$ cat config.mk
export PLATFORM = sky130hd
export DESIGN_NAME = spi_rate_ctrl
export DESIGN_NICKNAME = d
export VERILOG_FILES = /design/src/spi_rate_pkg.sv /design/src/spi_rate_ctrl.sv
export VERILOG_INCLUDE_DIRS = /design/src
export SDC_FILE = /design/constraint.sdc
export NUM_CORES = 1
export LEC_CHECK = 0
export ABC_AREA = 1
export BUFFER_PORTS_ARGS = -buffer_cell sky130_fd_sc_hd__buf_2
export CAP_MARGIN = 20
export CORE_MARGIN = 8
export CORE_UTILIZATION = 25
export DETAILED_ROUTE_END_ITERATION = 10
export PLACE_DENSITY = 0.53
export REMOVE_ABC_BUFFERS = 1
export SLEW_MARGIN = 30
export SYNTH_ARGS = -nofsm -noshare
export SYNTH_HDL_FRONTEND = slang
export SYNTH_SLANG_ARGS = --single-unit
$ cat constraint.sdc
create_clock -name aclk -period 6.4 [get_ports aclk]
set_input_delay 1.92 -clock aclk [delete_from_list [all_inputs] [get_ports aclk]]
set_output_delay 1.92 -clock aclk [all_outputs]
set_load 0.1 [all_outputs]
$ cat src/spi_rate_params.svh
// Constants for the serial port control-two and bit-rate block.
// Included by the package and by the design; definitions only.
`ifndef SPI_RATE_PARAMS_SVH
`define SPI_RATE_PARAMS_SVH

// Register indices; byte address is four times the index
`define IDX_CTRL_TWO    12'h0E9
`define IDX_RATE_SEL    12'h0EA
`define IDX_MODE        12'h0F0
`define IDX_IRQ_STATUS  12'h0F1
`define IDX_IRQ_MASK    12'h0F2

// Control-two field positions
`define BIT_FAULT_EN    4
`define BIT_LINE_OE     3
`define BIT_WAIT_STOP   1
`define BIT_PIN_CTRL    0
`define CTRL_TWO_MASK   8'h1B

// Bit-rate field positions
`define PRESCALE_MSB    6
`define PRESCALE_LSB    4
`define EXPONENT_MSB    2
`define EXPONENT_LSB    0
`define RATE_SEL_MASK   8'h77

// Mode register field positions
`define BIT_MASTER      0
`define BIT_ENABLE      1
`define BIT_POLARITY    2
`define BIT_SEL_OE      3
`define MODE_MASK       8'h0F

// Interrupt status bits
`define IRQ_ABORT       0
`define IRQ_FAULT       1
`define IRQ_MASK_BITS   8'h03

// Reset values
`define CTRL_TWO_RST    8'h00
`define RATE_SEL_RST    8'h00
`define MODE_RST        8'h00

// AXI responses
`define RESP_OKAY       2'h0
`define RESP_SLVERR     2'h2

`endif

$ cat src/spi_rate_pkg.sv
// Types shared by the control-two and bit-rate block.
// Assumes spi_rate_params.svh is on the include path.
`include "spi_rate_params.svh"

package spi_rate_pkg;

  // Serial clock generator states, one-hot
  typedef enum logic [1:0] {
    SCK_IDLE = 2'h1,
    SCK_RUN  = 2'h2
  } sck_state_t;

endpackage : spi_rate_pkg

$ cat src/spi_rate_ctrl.sv
// Control-two and bit-rate logic of a serial port with an AXI4-Lite slave.
// Assumes a shift engine beside it that starts on xfer_start, counts sck_edge
// pulses, drops xfer_busy when done, and obeys abort_idle.
// Summary of operation
// - Mode fault checking happens only while the fault-detect enable bit 4 is set.
// - Master with fault-detect cleared: select pin not used at all.
// - Slave: select pin is an input whatever fault-detect holds.
// - Master: changing fault-detect or pin control aborts transfer, returns idle.
// - Single-line mode: bit 3 enables the data-out buffer, master or slave pin.
// - Master single-line: changing output-buffer enable aborts the transfer.
// - Wait clock stop bit 1 halts serial clock generation during wait mode.
// - Master normal mode: receive on MISO, drive MOSI, ignore buffer enable.
// - Master single-line: MISO unused, MOSI input, or input/output when enabled.
// - Slave: drive MISO, receive MOSI; single-line uses MISO only.
// - Both registers read and write anytime; reserved bits ignore writes.
// - Master: changing prescale or exponent fields aborts transfer, returns idle.
// - Divisor is (prescale plus one) times two to the (exponent plus one).
// - Prescale bits 6..4, exponent bits 2..0; bits 7 and 3 read zero.
// - Master bit rate equals bus clock divided by the divisor.
// - Master with fault-detect: select output when enabled, else fault input.
//
// Register access over AXI4-Lite is this design's own decision.
`timescale 1ns/1ps
`default_nettype none
`include "spi_rate_params.svh"

module spi_rate_ctrl #(
  parameter int ADDR_W = 12
) (
  // Clock and reset
  input  wire  logic              aclk,
  input  wire  logic              aresetn,
  // AXI4-Lite write address
  input  wire  logic [ADDR_W-1:0] s_axi_awaddr,
  input  wire  logic              s_axi_awvalid,
  output logic                    s_axi_awready,
  // AXI4-Lite write data
  input  wire  logic [31:0]       s_axi_wdata,
  input  wire  logic [3:0]        s_axi_wstrb,
  input  wire  logic              s_axi_wvalid,
  output logic                    s_axi_wready,
  // AXI4-Lite write response
  output logic [1:0]              s_axi_bresp,
  output logic                    s_axi_bvalid,
  input  wire  logic              s_axi_bready,
  // AXI4-Lite read address
  input  wire  logic [ADDR_W-1:0] s_axi_araddr,
  input  wire  logic              s_axi_arvalid,
  output logic                    s_axi_arready,
  // AXI4-Lite read data
  output logic [31:0]             s_axi_rdata,
  output logic [1:0]              s_axi_rresp,
  output logic                    s_axi_rvalid,
  input  wire  logic              s_axi_rready,
  // Shift engine and system side
  input  wire  logic              wait_mode,
  input  wire  logic              xfer_start,
  input  wire  logic              xfer_busy,
  input  wire  logic              sel_level,
  output logic                    abort_idle,
  output logic                    sck_edge,
  output logic                    rx_from_mosi,
  output logic                    mode_fault_flag,
  output logic                    irq,
  // Pins, split into input, output and enable
  input  wire  logic              sel_pin_in,
  output logic                    sel_pin_out,
  output logic                    sel_pin_oe,
  output logic                    sck_pin_out,
  output logic                    sck_pin_oe,
  output logic                    mosi_oe,
  output logic                    miso_oe
);

  localparam int AW = ADDR_W;

  // Register state
  logic [7:0]  ctrl_two_r, ctrl_two_nxt;
  logic [7:0]  rate_sel_r, rate_sel_nxt;
  logic [7:0]  mode_r, mode_nxt;
  logic [7:0]  irq_stat_r, irq_stat_nxt;
  logic [7:0]  irq_mask_r, irq_mask_nxt;
  // Bus state
  logic          awready_r, awready_nxt, wready_r, wready_nxt;
  logic          aw_held_r, aw_held_nxt, w_held_r, w_held_nxt;
  logic [AW-1:0] awaddr_r, awaddr_nxt;
  logic [31:0]   wdata_r, wdata_nxt;
  logic          wstrb0_r, wstrb0_nxt;
  logic          bvalid_r, bvalid_nxt, rvalid_r, rvalid_nxt, arready_r, arready_nxt;
  logic [1:0]    bresp_r, bresp_nxt, rresp_r, rresp_nxt;
  logic [31:0]   rdata_r, rdata_nxt;
  // Serial clock and pins
  spi_rate_pkg::sck_state_t sck_st_r, sck_st_nxt;
  logic [10:0] half_cnt_r, half_cnt_nxt;
  logic        sck_r, sck_nxt, edge_r, edge_nxt, abort_r, abort_nxt;
  logic        sel_meta_r, sel_sync_r, fault_r, fault_nxt, irq_r, irq_nxt;
  logic        sel_out_r, sel_out_nxt, sel_oe_r, sel_oe_nxt;
  logic        mosi_oe_r, mosi_oe_nxt, miso_oe_r, miso_oe_nxt, rx_mosi_r, rx_mosi_nxt;
  logic        sck_oe_r, sck_oe_nxt;

  // Decoded fields
  logic        is_master, fault_en, line_oe, pin_ctrl, wait_stop, sel_oe_en;
  logic [2:0]  prescale, exponent;
  logic [10:0] half_period;
  logic        do_write, abort_req, fault_evt;
  logic [ADDR_W-3:0] wr_idx, rd_idx;
  logic [7:0]  wbyte;

  assign is_master = mode_r[`BIT_MASTER] & mode_r[`BIT_ENABLE];
  assign fault_en  = ctrl_two_r[`BIT_FAULT_EN];
  assign line_oe   = ctrl_two_r[`BIT_LINE_OE];
  assign pin_ctrl  = ctrl_two_r[`BIT_PIN_CTRL];
  assign wait_stop = ctrl_two_r[`BIT_WAIT_STOP];
  assign sel_oe_en = mode_r[`BIT_SEL_OE];
  assign prescale  = rate_sel_r[`PRESCALE_MSB:`PRESCALE_LSB];
  assign exponent  = rate_sel_r[`EXPONENT_MSB:`EXPONENT_LSB];
  // Half of the divisor: (prescale+1) * 2^exponent bus cycles per clock phase
  assign half_period = 11'({8'h00, prescale} + 11'h001) << exponent;
  assign do_write  = aw_held_r & w_held_r & ~bvalid_r;
  assign wr_idx    = awaddr_r[AW-1:2];
  assign rd_idx    = s_axi_araddr[AW-1:2];
  assign wbyte     = wdata_r[7:0];

  // Write channels, register updates and abort detection
  always_comb begin
    awready_nxt  = awready_r;
    wready_nxt   = wready_r;
    aw_held_nxt  = aw_held_r;
    w_held_nxt   = w_held_r;
    awaddr_nxt   = awaddr_r;
    wdata_nxt    = wdata_r;
    wstrb0_nxt   = wstrb0_r;
    bvalid_nxt   = bvalid_r;
    bresp_nxt    = bresp_r;
    ctrl_two_nxt = ctrl_two_r;
    rate_sel_nxt = rate_sel_r;
    mode_nxt     = mode_r;
    irq_mask_nxt = irq_mask_r;
    abort_req    = 1'b0;
    // Address and data are taken in either order
    if (s_axi_awvalid && awready_r) begin
      aw_held_nxt = 1'b1;
      awaddr_nxt  = s_axi_awaddr;
      awready_nxt = 1'b0;
    end
    if (s_axi_wvalid && wready_r) begin
      w_held_nxt = 1'b1;
      wdata_nxt  = s_axi_wdata;
      wstrb0_nxt = s_axi_wstrb[0];
      wready_nxt = 1'b0;
    end
    if (do_write) begin
      bvalid_nxt  = 1'b1;
      bresp_nxt   = `RESP_OKAY;
      aw_held_nxt = 1'b0;
      w_held_nxt  = 1'b0;
      if (wr_idx == (ADDR_W-2)'(`IDX_CTRL_TWO)) begin
        if (wstrb0_r) begin
          ctrl_two_nxt = wbyte & `CTRL_TWO_MASK;
          if (is_master && ((ctrl_two_nxt[`BIT_FAULT_EN] != fault_en) ||
                            (ctrl_two_nxt[`BIT_PIN_CTRL] != pin_ctrl))) begin
            abort_req = 1'b1;
          end
          if (is_master && pin_ctrl && (ctrl_two_nxt[`BIT_LINE_OE] != line_oe)) begin
            abort_req = 1'b1;
          end
        end
      end else if (wr_idx == (ADDR_W-2)'(`IDX_RATE_SEL)) begin
        if (wstrb0_r) begin
          rate_sel_nxt = wbyte & `RATE_SEL_MASK;
          abort_req    = is_master && (rate_sel_nxt != rate_sel_r);
        end
      end else if (wr_idx == (ADDR_W-2)'(`IDX_MODE)) begin
        if (wstrb0_r) begin
          mode_nxt = wbyte & `MODE_MASK;
        end
      end else if (wr_idx == (ADDR_W-2)'(`IDX_IRQ_MASK)) begin
        if (wstrb0_r) begin
          irq_mask_nxt = wbyte & `IRQ_MASK_BITS;
        end
      end else if (wr_idx == (ADDR_W-2)'(`IDX_IRQ_STATUS)) begin
        bresp_nxt = `RESP_OKAY; // Status clears only by read
      end else begin
        bresp_nxt = `RESP_SLVERR;
      end
    end
    if (bvalid_r && s_axi_bready) begin
      bvalid_nxt  = 1'b0;
      awready_nxt = 1'b1;
      wready_nxt  = 1'b1;
    end
  end

  // Read channel; a status read clears its sticky bits
  always_comb begin
    arready_nxt  = arready_r;
    rvalid_nxt   = rvalid_r;
    rdata_nxt    = rdata_r;
    rresp_nxt    = rresp_r;
    irq_stat_nxt = irq_stat_r;
    if (s_axi_arvalid && arready_r) begin
      arready_nxt = 1'b0;
      rvalid_nxt  = 1'b1;
      rresp_nxt   = `RESP_OKAY;
      rdata_nxt   = 32'h0000_0000;
      if (rd_idx == (ADDR_W-2)'(`IDX_CTRL_TWO)) begin
        rdata_nxt[7:0] = ctrl_two_r;
      end else if (rd_idx == (ADDR_W-2)'(`IDX_RATE_SEL)) begin
        rdata_nxt[7:0] = rate_sel_r;
      end else if (rd_idx == (ADDR_W-2)'(`IDX_MODE)) begin
        rdata_nxt[7:0] = mode_r;
      end else if (rd_idx == (ADDR_W-2)'(`IDX_IRQ_STATUS)) begin
        rdata_nxt[7:0] = irq_stat_r;
        irq_stat_nxt   = 8'h00;
      end else if (rd_idx == (ADDR_W-2)'(`IDX_IRQ_MASK)) begin
        rdata_nxt[7:0] = irq_mask_r;
      end else begin
        rresp_nxt = `RESP_SLVERR;
      end
    end
    if (rvalid_r && s_axi_rready) begin
      rvalid_nxt  = 1'b0;
      arready_nxt = 1'b1;
    end
    // Set after clear so a new event is never lost
    if (abort_req) begin
      irq_stat_nxt[`IRQ_ABORT] = 1'b1;
    end
    if (fault_evt) begin
      irq_stat_nxt[`IRQ_FAULT] = 1'b1;
    end
    irq_nxt = |((irq_stat_nxt & irq_mask_nxt));
  end

  // Fault check: only as master with fault-detect set and select as input
  assign fault_evt = is_master && fault_en && !sel_oe_en && !sel_sync_r;

  // Serial clock generator; idle parks the clock at its polarity
  always_comb begin
    sck_st_nxt   = sck_st_r;
    half_cnt_nxt = half_cnt_r;
    sck_nxt      = sck_r;
    edge_nxt     = 1'b0;
    abort_nxt    = abort_req || fault_evt;
    fault_nxt    = fault_evt;
    case (sck_st_r)
      spi_rate_pkg::SCK_IDLE: begin
        sck_nxt      = mode_r[`BIT_POLARITY];
        half_cnt_nxt = 11'h000;
        if (xfer_start && is_master && !abort_nxt) begin
          sck_st_nxt = spi_rate_pkg::SCK_RUN;
        end
      end
      spi_rate_pkg::SCK_RUN: begin
        if (abort_nxt || !xfer_busy || !is_master) begin
          sck_st_nxt = spi_rate_pkg::SCK_IDLE;
          sck_nxt    = mode_r[`BIT_POLARITY];
        end else if (wait_mode && wait_stop) begin
          half_cnt_nxt = half_cnt_r;
        end else if (half_cnt_r == half_period - 11'h001) begin
          half_cnt_nxt = 11'h000;
          sck_nxt      = ~sck_r;
          edge_nxt     = 1'b1;
        end else begin
          half_cnt_nxt = half_cnt_r + 11'h001;
        end
      end
      default: begin
        sck_st_nxt = spi_rate_pkg::SCK_IDLE;
      end
    endcase
  end

  // Pin roles from mode, single-line control and buffer enable
  always_comb begin
    sel_oe_nxt  = 1'b0;
    sel_out_nxt = 1'b1;
    mosi_oe_nxt = 1'b0;
    miso_oe_nxt = 1'b0;
    rx_mosi_nxt = 1'b0;
    sck_oe_nxt  = is_master;
    if (is_master) begin
      if (fault_en && sel_oe_en) begin
        sel_oe_nxt  = 1'b1;
        sel_out_nxt = sel_level;
      end // Fault-detect clear leaves the pin to the port logic
      if (!pin_ctrl) begin
        mosi_oe_nxt = 1'b1;
      end else begin
        mosi_oe_nxt = line_oe;
        rx_mosi_nxt = 1'b1;
      end
    end else if (mode_r[`BIT_ENABLE]) begin
      // Select stays an input in slave mode
      if (!pin_ctrl) begin
        miso_oe_nxt = 1'b1;
        rx_mosi_nxt = 1'b1;
      end else begin
        miso_oe_nxt = line_oe;
      end
    end
  end

  // All registered state
  always_ff @(posedge aclk) begin
    if (!aresetn) begin
      ctrl_two_r <= `CTRL_TWO_RST;
      rate_sel_r <= `RATE_SEL_RST;
      mode_r     <= `MODE_RST;
      irq_stat_r <= 8'h00;
      irq_mask_r <= 8'h00;
      awready_r  <= 1'b1;
      wready_r   <= 1'b1;
      aw_held_r  <= 1'b0;
      w_held_r   <= 1'b0;
      awaddr_r   <= '0;
      wdata_r    <= 32'h0000_0000;
      wstrb0_r   <= 1'b0;
      bvalid_r   <= 1'b0;
      bresp_r    <= `RESP_OKAY;
      arready_r  <= 1'b1;
      rvalid_r   <= 1'b0;
      rdata_r    <= 32'h0000_0000;
      rresp_r    <= `RESP_OKAY;
      sck_st_r   <= spi_rate_pkg::SCK_IDLE;
      half_cnt_r <= 11'h000;
      sck_r      <= 1'b0;
      edge_r     <= 1'b0;
      abort_r    <= 1'b0;
      fault_r    <= 1'b0;
      irq_r      <= 1'b0;
      sel_meta_r <= 1'b1;
      sel_sync_r <= 1'b1;
      sel_out_r  <= 1'b1;
      sel_oe_r   <= 1'b0;
      mosi_oe_r  <= 1'b0;
      miso_oe_r  <= 1'b0;
      rx_mosi_r  <= 1'b0;
      sck_oe_r   <= 1'b0;
    end else begin
      ctrl_two_r <= ctrl_two_nxt;
      rate_sel_r <= rate_sel_nxt;
      mode_r     <= mode_nxt;
      irq_stat_r <= irq_stat_nxt;
      irq_mask_r <= irq_mask_nxt;
      awready_r  <= awready_nxt;
      wready_r   <= wready_nxt;
      aw_held_r  <= aw_held_nxt;
      w_held_r   <= w_held_nxt;
      awaddr_r   <= awaddr_nxt;
      wdata_r    <= wdata_nxt;
      wstrb0_r   <= wstrb0_nxt;
      bvalid_r   <= bvalid_nxt;
      bresp_r    <= bresp_nxt;
      arready_r  <= arready_nxt;
      rvalid_r   <= rvalid_nxt;
      rdata_r    <= rdata_nxt;
      rresp_r    <= rresp_nxt;
      sck_st_r   <= sck_st_nxt;
      half_cnt_r <= half_cnt_nxt;
      sck_r      <= sck_nxt;
      edge_r     <= edge_nxt;
      abort_r    <= abort_nxt;
      fault_r    <= fault_nxt;
      irq_r      <= irq_nxt;
      sel_meta_r <= sel_pin_in; // Pin is asynchronous, two stages
      sel_sync_r <= sel_meta_r;
      sel_out_r  <= sel_out_nxt;
      sel_oe_r   <= sel_oe_nxt;
      mosi_oe_r  <= mosi_oe_nxt;
      miso_oe_r  <= miso_oe_nxt;
      rx_mosi_r  <= rx_mosi_nxt;
      sck_oe_r   <= sck_oe_nxt;
    end
  end

  // Outputs straight from flip-flops
  assign s_axi_awready   = awready_r;
  assign s_axi_wready    = wready_r;
  assign s_axi_bvalid    = bvalid_r;
  assign s_axi_bresp     = bresp_r;
  assign s_axi_arready   = arready_r;
  assign s_axi_rvalid    = rvalid_r;
  assign s_axi_rdata     = rdata_r;
  assign s_axi_rresp     = rresp_r;
  assign abort_idle      = abort_r;
  assign sck_edge        = edge_r;
  assign rx_from_mosi    = rx_mosi_r;
  assign mode_fault_flag = fault_r;
  assign irq             = irq_r;
  assign sel_pin_out     = sel_out_r;
  assign sel_pin_oe      = sel_oe_r;
  assign sck_pin_out     = sck_r;
  assign sck_pin_oe      = sck_oe_r;
  assign mosi_oe         = mosi_oe_r;
  assign miso_oe         = miso_oe_r;

endmodule : spi_rate_ctrl
`default_nettype wire

# == After elaboration in Yosys (flattened, before gate mapping) ==
# Index checks and enable logic that the tools add are counted.
# op_classes
n_reduce_logical,40
eq_ne,23
add_sub_neg,3
shift,1
n_bitwise,11
n_mux,53
# ops
operator,n
2-to-1 mux 8 bit,16
== test 10 x 8 -> 1 bit (second input constant),10
2-to-1 mux 11 bit,3
2-to-1 mux 2 bit,12
one-hot mux 11 bit (2 select lines),1
2-to-1 mux 1 bit,19
logical AND 1 bit,16
AND reduction 3 bit,4
adder 11 x 1 -> 11 bit (second input constant),1
== test 11 bit,1
left shift 4 x 3 -> 11 bit,1
subtractor 11 x 1 -> 11 bit (second input constant),1
bitwise AND 8 bit,1
!= test 2 bit (second input constant),4
OR reduction 8 bit,1
NOT 1 bit,7
!= test 3 bit (second input constant),2
!= test 6 bit,1
OR reduction 2 bit,3
logical NOT 1 bit,5
AND reduction 5 bit,1
adder 3 x 1 -> 4 bit (second input constant),1
logical OR 1 bit,4
one-hot mux 2 bit (2 select lines),1
10 further kinds,15
# totals
out_inout_bits,52
inputBits,72
register_bits,95
elab_cells,164

# == Depth between registers and ports, before layout ==
# logic_depth
ltp_word,13
mapped_depth,20
depth_no_buf,19

# == Worst setup path before layout ==
# Ideal clock, no wire load.
# synth_path
path_kind,input to register
startpoint,input port s_axi_araddr[5]
endpoint,register irq_r (netlist: irq)
path_buffers,0
setup_slack_ns,3.044
required_time_ns,6.267
stages,10
setup_ns,0.133
arrival_time_ns,3.223
path_cell_list,nor2_1 -> inv_1 -> nor2_1 -> nand3_1 -> nor2_2 -> inv_1 -> nand4_1 -> nand4_1 -> nor2_1 -> a31oi_1
# synth_between
elab_chain_cells,9
elab_cells_between_ends,13
cone_classes,4 x eq/ne; 7 x mux; 1 x bitwise; 1 x reduce/logical
# synth_lines
item,line,text
from (decl),spi_rate_ctrl.sv:47,"input wire logic [ADDR_W-1:0] s_axi_araddr,"
== test 10 x 8 -> 1 bit,spi_rate_ctrl.sv:212,end else if (rd_idx == (ADDR_W-2)'(`IDX_IRQ_STATUS)) begin
2-to-1 mux 8 bit,spi_rate_ctrl.sv:212,
2-to-1 mux 8 bit,spi_rate_ctrl.sv:210,end else if (rd_idx == (ADDR_W-2)'(`IDX_MODE)) begin
2-to-1 mux 8 bit,spi_rate_ctrl.sv:208,end else if (rd_idx == (ADDR_W-2)'(`IDX_RATE_SEL)) begin
2-to-1 mux 8 bit (*),spi_rate_ctrl.sv:206,if (rd_idx == (ADDR_W-2)'(`IDX_CTRL_TWO)) begin
2-to-1 mux 8 bit (*),spi_rate_ctrl.sv:201,if (s_axi_arvalid && arready_r) begin
2-to-1 mux 1 bit (on tied branches),"spi_rate_ctrl.sv:226, spi_rate_ctrl.sv:229",
bitwise AND 8 bit (*),spi_rate_ctrl.sv:232,irq_nxt = |((irq_stat_nxt & irq_mask_nxt));
OR reduction 8 bit (*),spi_rate_ctrl.sv:232,
to (signal assigned),spi_rate_ctrl.sv:365,irq_r <= irq_nxt;
to (decl),spi_rate_ctrl.sv:96,"logic sel_meta_r, sel_sync_r, fault_r, fault_nxt, irq_r, irq_nxt;"
# Mark *: on every way between the ends. The rest lies on a longest branch, timed or not.
# A chain may end at the register's enable or synchronous reset.

# == Final worst setup path ==
# Ends and elaborated chain as after synthesis.

==> summary.txt <==
Outcome
  – Outcome: finished clean

Drt
  – Vias per cell: 4.42
  – DRC viols: 0
  – Vias: 4716
  – Final ANT Viol Nets: 0
  – DR WL/cell: 12.6 um
  – DRT iter0 DRCs: 301
  – DRT Wirelength: 13500 um
  – Drt first pass iters: 5

Floorplan
  – Die H: 158 um
  – Die ar.: 0.0248 sq mm
  – Core Footprint: 0.0196 sq mm
  – Core Rows: 51
  – I/O pins: 124
  – Die X: 158 um
  – Initial Util: 0.256

Clock tree
  – Hold bufs inserted after CTS: 0
  – CTS root buf: clkbuf_16
  – CTS tree: built
  – Clock buffer depth: 2
  – Clk Latency, worst-skew pair: 0.36 ns
  – TritonCTS Sinks: 91
  – CTS Buf Count: 9
  – CTS resizes: 0
  – Worst-path clk slew: 0.07 ns
  – # H-tree levels: 3
  – Number of post-CTS setup repair buffers: 0

Critical path
  – WS Path Type: in -> reg
  – Worst Path Required: 6.63 ns
  – Critical path endpoint category: flop
  – Crit path DAT: 3.79 ns
  – Startpoint types: primary input
  – Max FO, Critical Path: 9

Yosys
  – Cell Area, Synth: 0.00501 sq mm
  – Top cells by area, synth: dfxtp_1 (36%), nand2_1 (10%), nor2_1 (6.7%)
  – Unique masters post-synth: 42
  – EDFF count, synth: 0
  – Mapped Avg Cell Area: 6.76 sq um
  – Primary FF master, synth: dfxtp_1
  – Largest area contributor in the netlist: dfxtp_1
  – Yosys reg bits: 91
  – Ys async rst share: 0
  – Top cell type's share of synthesized area: 0.364
  – Syn. warnings: 0
  – Register area share after synthesis: 0.364
  – Cell count after synthesis: 741

Pwr
  – Clock Power Share: 0.427
  – PwrDens: 232 mW/mm^2
  – Logic pwr share: 0.131
  – Net Switching: 412 uW
  – Switching portion of total power: 0.308
  – Tot Pwr: 1.34 mW
  – Max VDD drop: 103 uV
  – P_int: 928 uW
  – Sequential group share of total power: 0.442
  – Leak pwr: 2.54 nW

Flow run
  – Maxcap violations: 0

Hold path
  – Tightest Hold Check Type: reg -> reg

STA
  – Pins Over Slew Limit: 0
  – Min Clock Period, post-route: 3.56 ns
  – Final setup viols: 0
  – Clock skew: 0.0114 ns
  – Sum Neg Setup Slack: 0 ns
  – RSZ-0062 raised after global routing: no
  – Max transition margin: 0.438
  – Final period utilization: 0.557
  – Measured slew at the worst slew-check pin: 0.843 ns
  – Maximum clock rate: 0.281 GHz
  – Endpoints failing hold: 0
  – Setup ws final: 2.84 ns

Global route
  – GRT overflow: 0
  – Initial antenna violation count: 0
  – Global-route wire length before repair: 21700 um
  – GR Util All Layers: 0.110
  – Largest net degree at the start of global routing: 51
  – Number of global-route vias before repair: 4327

Cells and area
  – N_diodes: 0
  – Post-Layout Cell Count: 1068
  – Fillers: 2195
  – Final nets: 875
  – Syn-to-layout area delta: 15.5%
  – Final Cell Area: 0.00578 sq mm
  – Share of layout cells above drive strength 1: 0.138

Placement
  – RD Place Congestion: 0.836
  – Placed Cells: 1052
  – Place WS: 2.46 ns
  – Placed cell areas: 0.00547 sq mm
  – PortBufs: 65
  – Dpl hpwl: 10500 um
## per-stage QoR
stage,utilization,hold WS [ns]
finish,0.295,0.424
global route,0.295,0.435
CTS,0.295,0.426
detailed placement,0.279,0.409
global placement,0.279,0.407
floorplan,-,0.393
## synthesized netlist by cell type, types with 3 or more instances
| master | instances |
|---|---|
| dfxtp_1 | 91 |
| nand4_1 | 22 |
| o31ai_2 | 5 |
| o22ai_1 | 7 |
| nand2_1 | 139 |
| nor2_2 | 3 |
| clkbuf_1 | 12 |
| o21ai_0 | 47 |
| nand3_1 | 66 |
| o211ai_1 | 4 |
| inv_2 | 3 |
| nor2_1 | 90 |
| o21ai_1 | 3 |
| ha_1 | 5 |
| a21oi_1 | 49 |
| nor3_1 | 28 |
| buf_4 | 28 |
| nand3_2 | 5 |
| xor2_1 | 10 |
| buf_6 | 3 |
| inv_1 | 89 |
| nor4_1 | 4 |
## final cells by class
| type | instances | area [sq um] | share of cell area |
|---|---|---|---|
| clock inverters | 6 | 71.3 | 0.0123 |
| well taps | 265 | 332 | 0.0573 |
| inverters | 94 | 354 | 0.0612 |
| clock buffers | 10 | 239 | 0.0413 |
| repair buffers | 66 | 333 | 0.0576 |
| multi-input cells | 536 | 2630 | 0.455 |
| flip-flops and latches | 91 | 1820 | 0.315 |
## layer usage
| metal | vias to the layer above | GRT usage | share of wire | wire, um |
|---|---|---|---|---|
| met5 | - | 0 | 0 | 0 |
| met4 | 0 | 0.0449 | 0.017 | 225 |
| met3 | 14 | 0.0219 | 0.066 | 896 |
| met2 | 122 | 0.161 | 0.40 | 5430 |
| met1 | 2070 | 0.155 | 0.52 | 6960 |
| li1 | 2510 | - | - | - |
## logic make-up after synthesis
| group | after synthesis | share of synthesized area |
|---|---|---|
| flops | 91 | 0.364 |
| other cells | 1 | 0.000749 |
| buf+inv | 139 | 0.130 |
| simple gates | 372 | 0.337 |
| fa+ha+maj | 5 | 0.0125 |
| compound gates | 122 | 0.137 |
| xor+xnor | 11 | 0.0192 |
## layout by cell type, fill, tap and decap left out, types with 2 or more instances in the layout
cell type	n
nand3b_1	2
clkinv_2	2
o21ai_0	47
nor2_1	90
inv_1	89
nand2_1	139
xor2_1	10
nor2_4	2
buf_2	65
o211ai_1	4
nand3_1	66
or2_2	2
nor2_2	3
nand2_2	2
ha_1	5
o21a_1	2
conb_1	26
o31ai_2	5
nor3_2	3
clkbuf_16	9
a31oi_1	2
o22ai_1	7
o21ai_1	3
nand2_4	2
nand4_1	22
dfxtp_1	91
inv_2	3
nor3_1	27
nand3_2	5
nor4_1	4
a21oi_1	49
## worst paths after layout
kind | from | to | slack (ns) | cells after the start
max | s_axi_araddr[5] | irq | 2.84 | 11
min | sel_meta_r | sel_sync_r | 0.42 | 1
max reg2reg | rate_sel_r[4] | half_cnt_r[9] | 3.53 | 15
min reg2reg | sel_meta_r | sel_sync_r | 0.42 | 1
## flip-flops by register name, summed over array words and instances (netlist names), 2 cells and up
register	cells
awaddr_r	10
ctrl_two_r	4
half_cnt_r	11
irq_mask_r	8
irq_stat_r	8
mode_r	4
rate_sel_r	6
s_axi_rdata	8
sck_st_r	2
wdata_r	7
## power groups by stage
stage                     clock network (mW)  logic, mW  registers, mW
after floorplan                            0      0.110          0.633
after global placement                     0      0.176          0.606
after detailed placement                   0      0.177          0.606
after CTS                              0.587      0.177          0.593
after global routing                   0.603      0.189          0.595
final                                  0.572      0.176          0.593
## critical path: stages
cell	delay, ns
buf_2	0.11
nor2_1	0.26
inv_1	0.10
nor2_1	0.16
nand3_1	0.21
nor2_2	0.40
inv_1	0.20
nand4_1	0.12
nand4_1	0.13
nor2_1	0.11
a31oi_1	0.08
No activity file was read; power rests on OpenSTA's default activity.
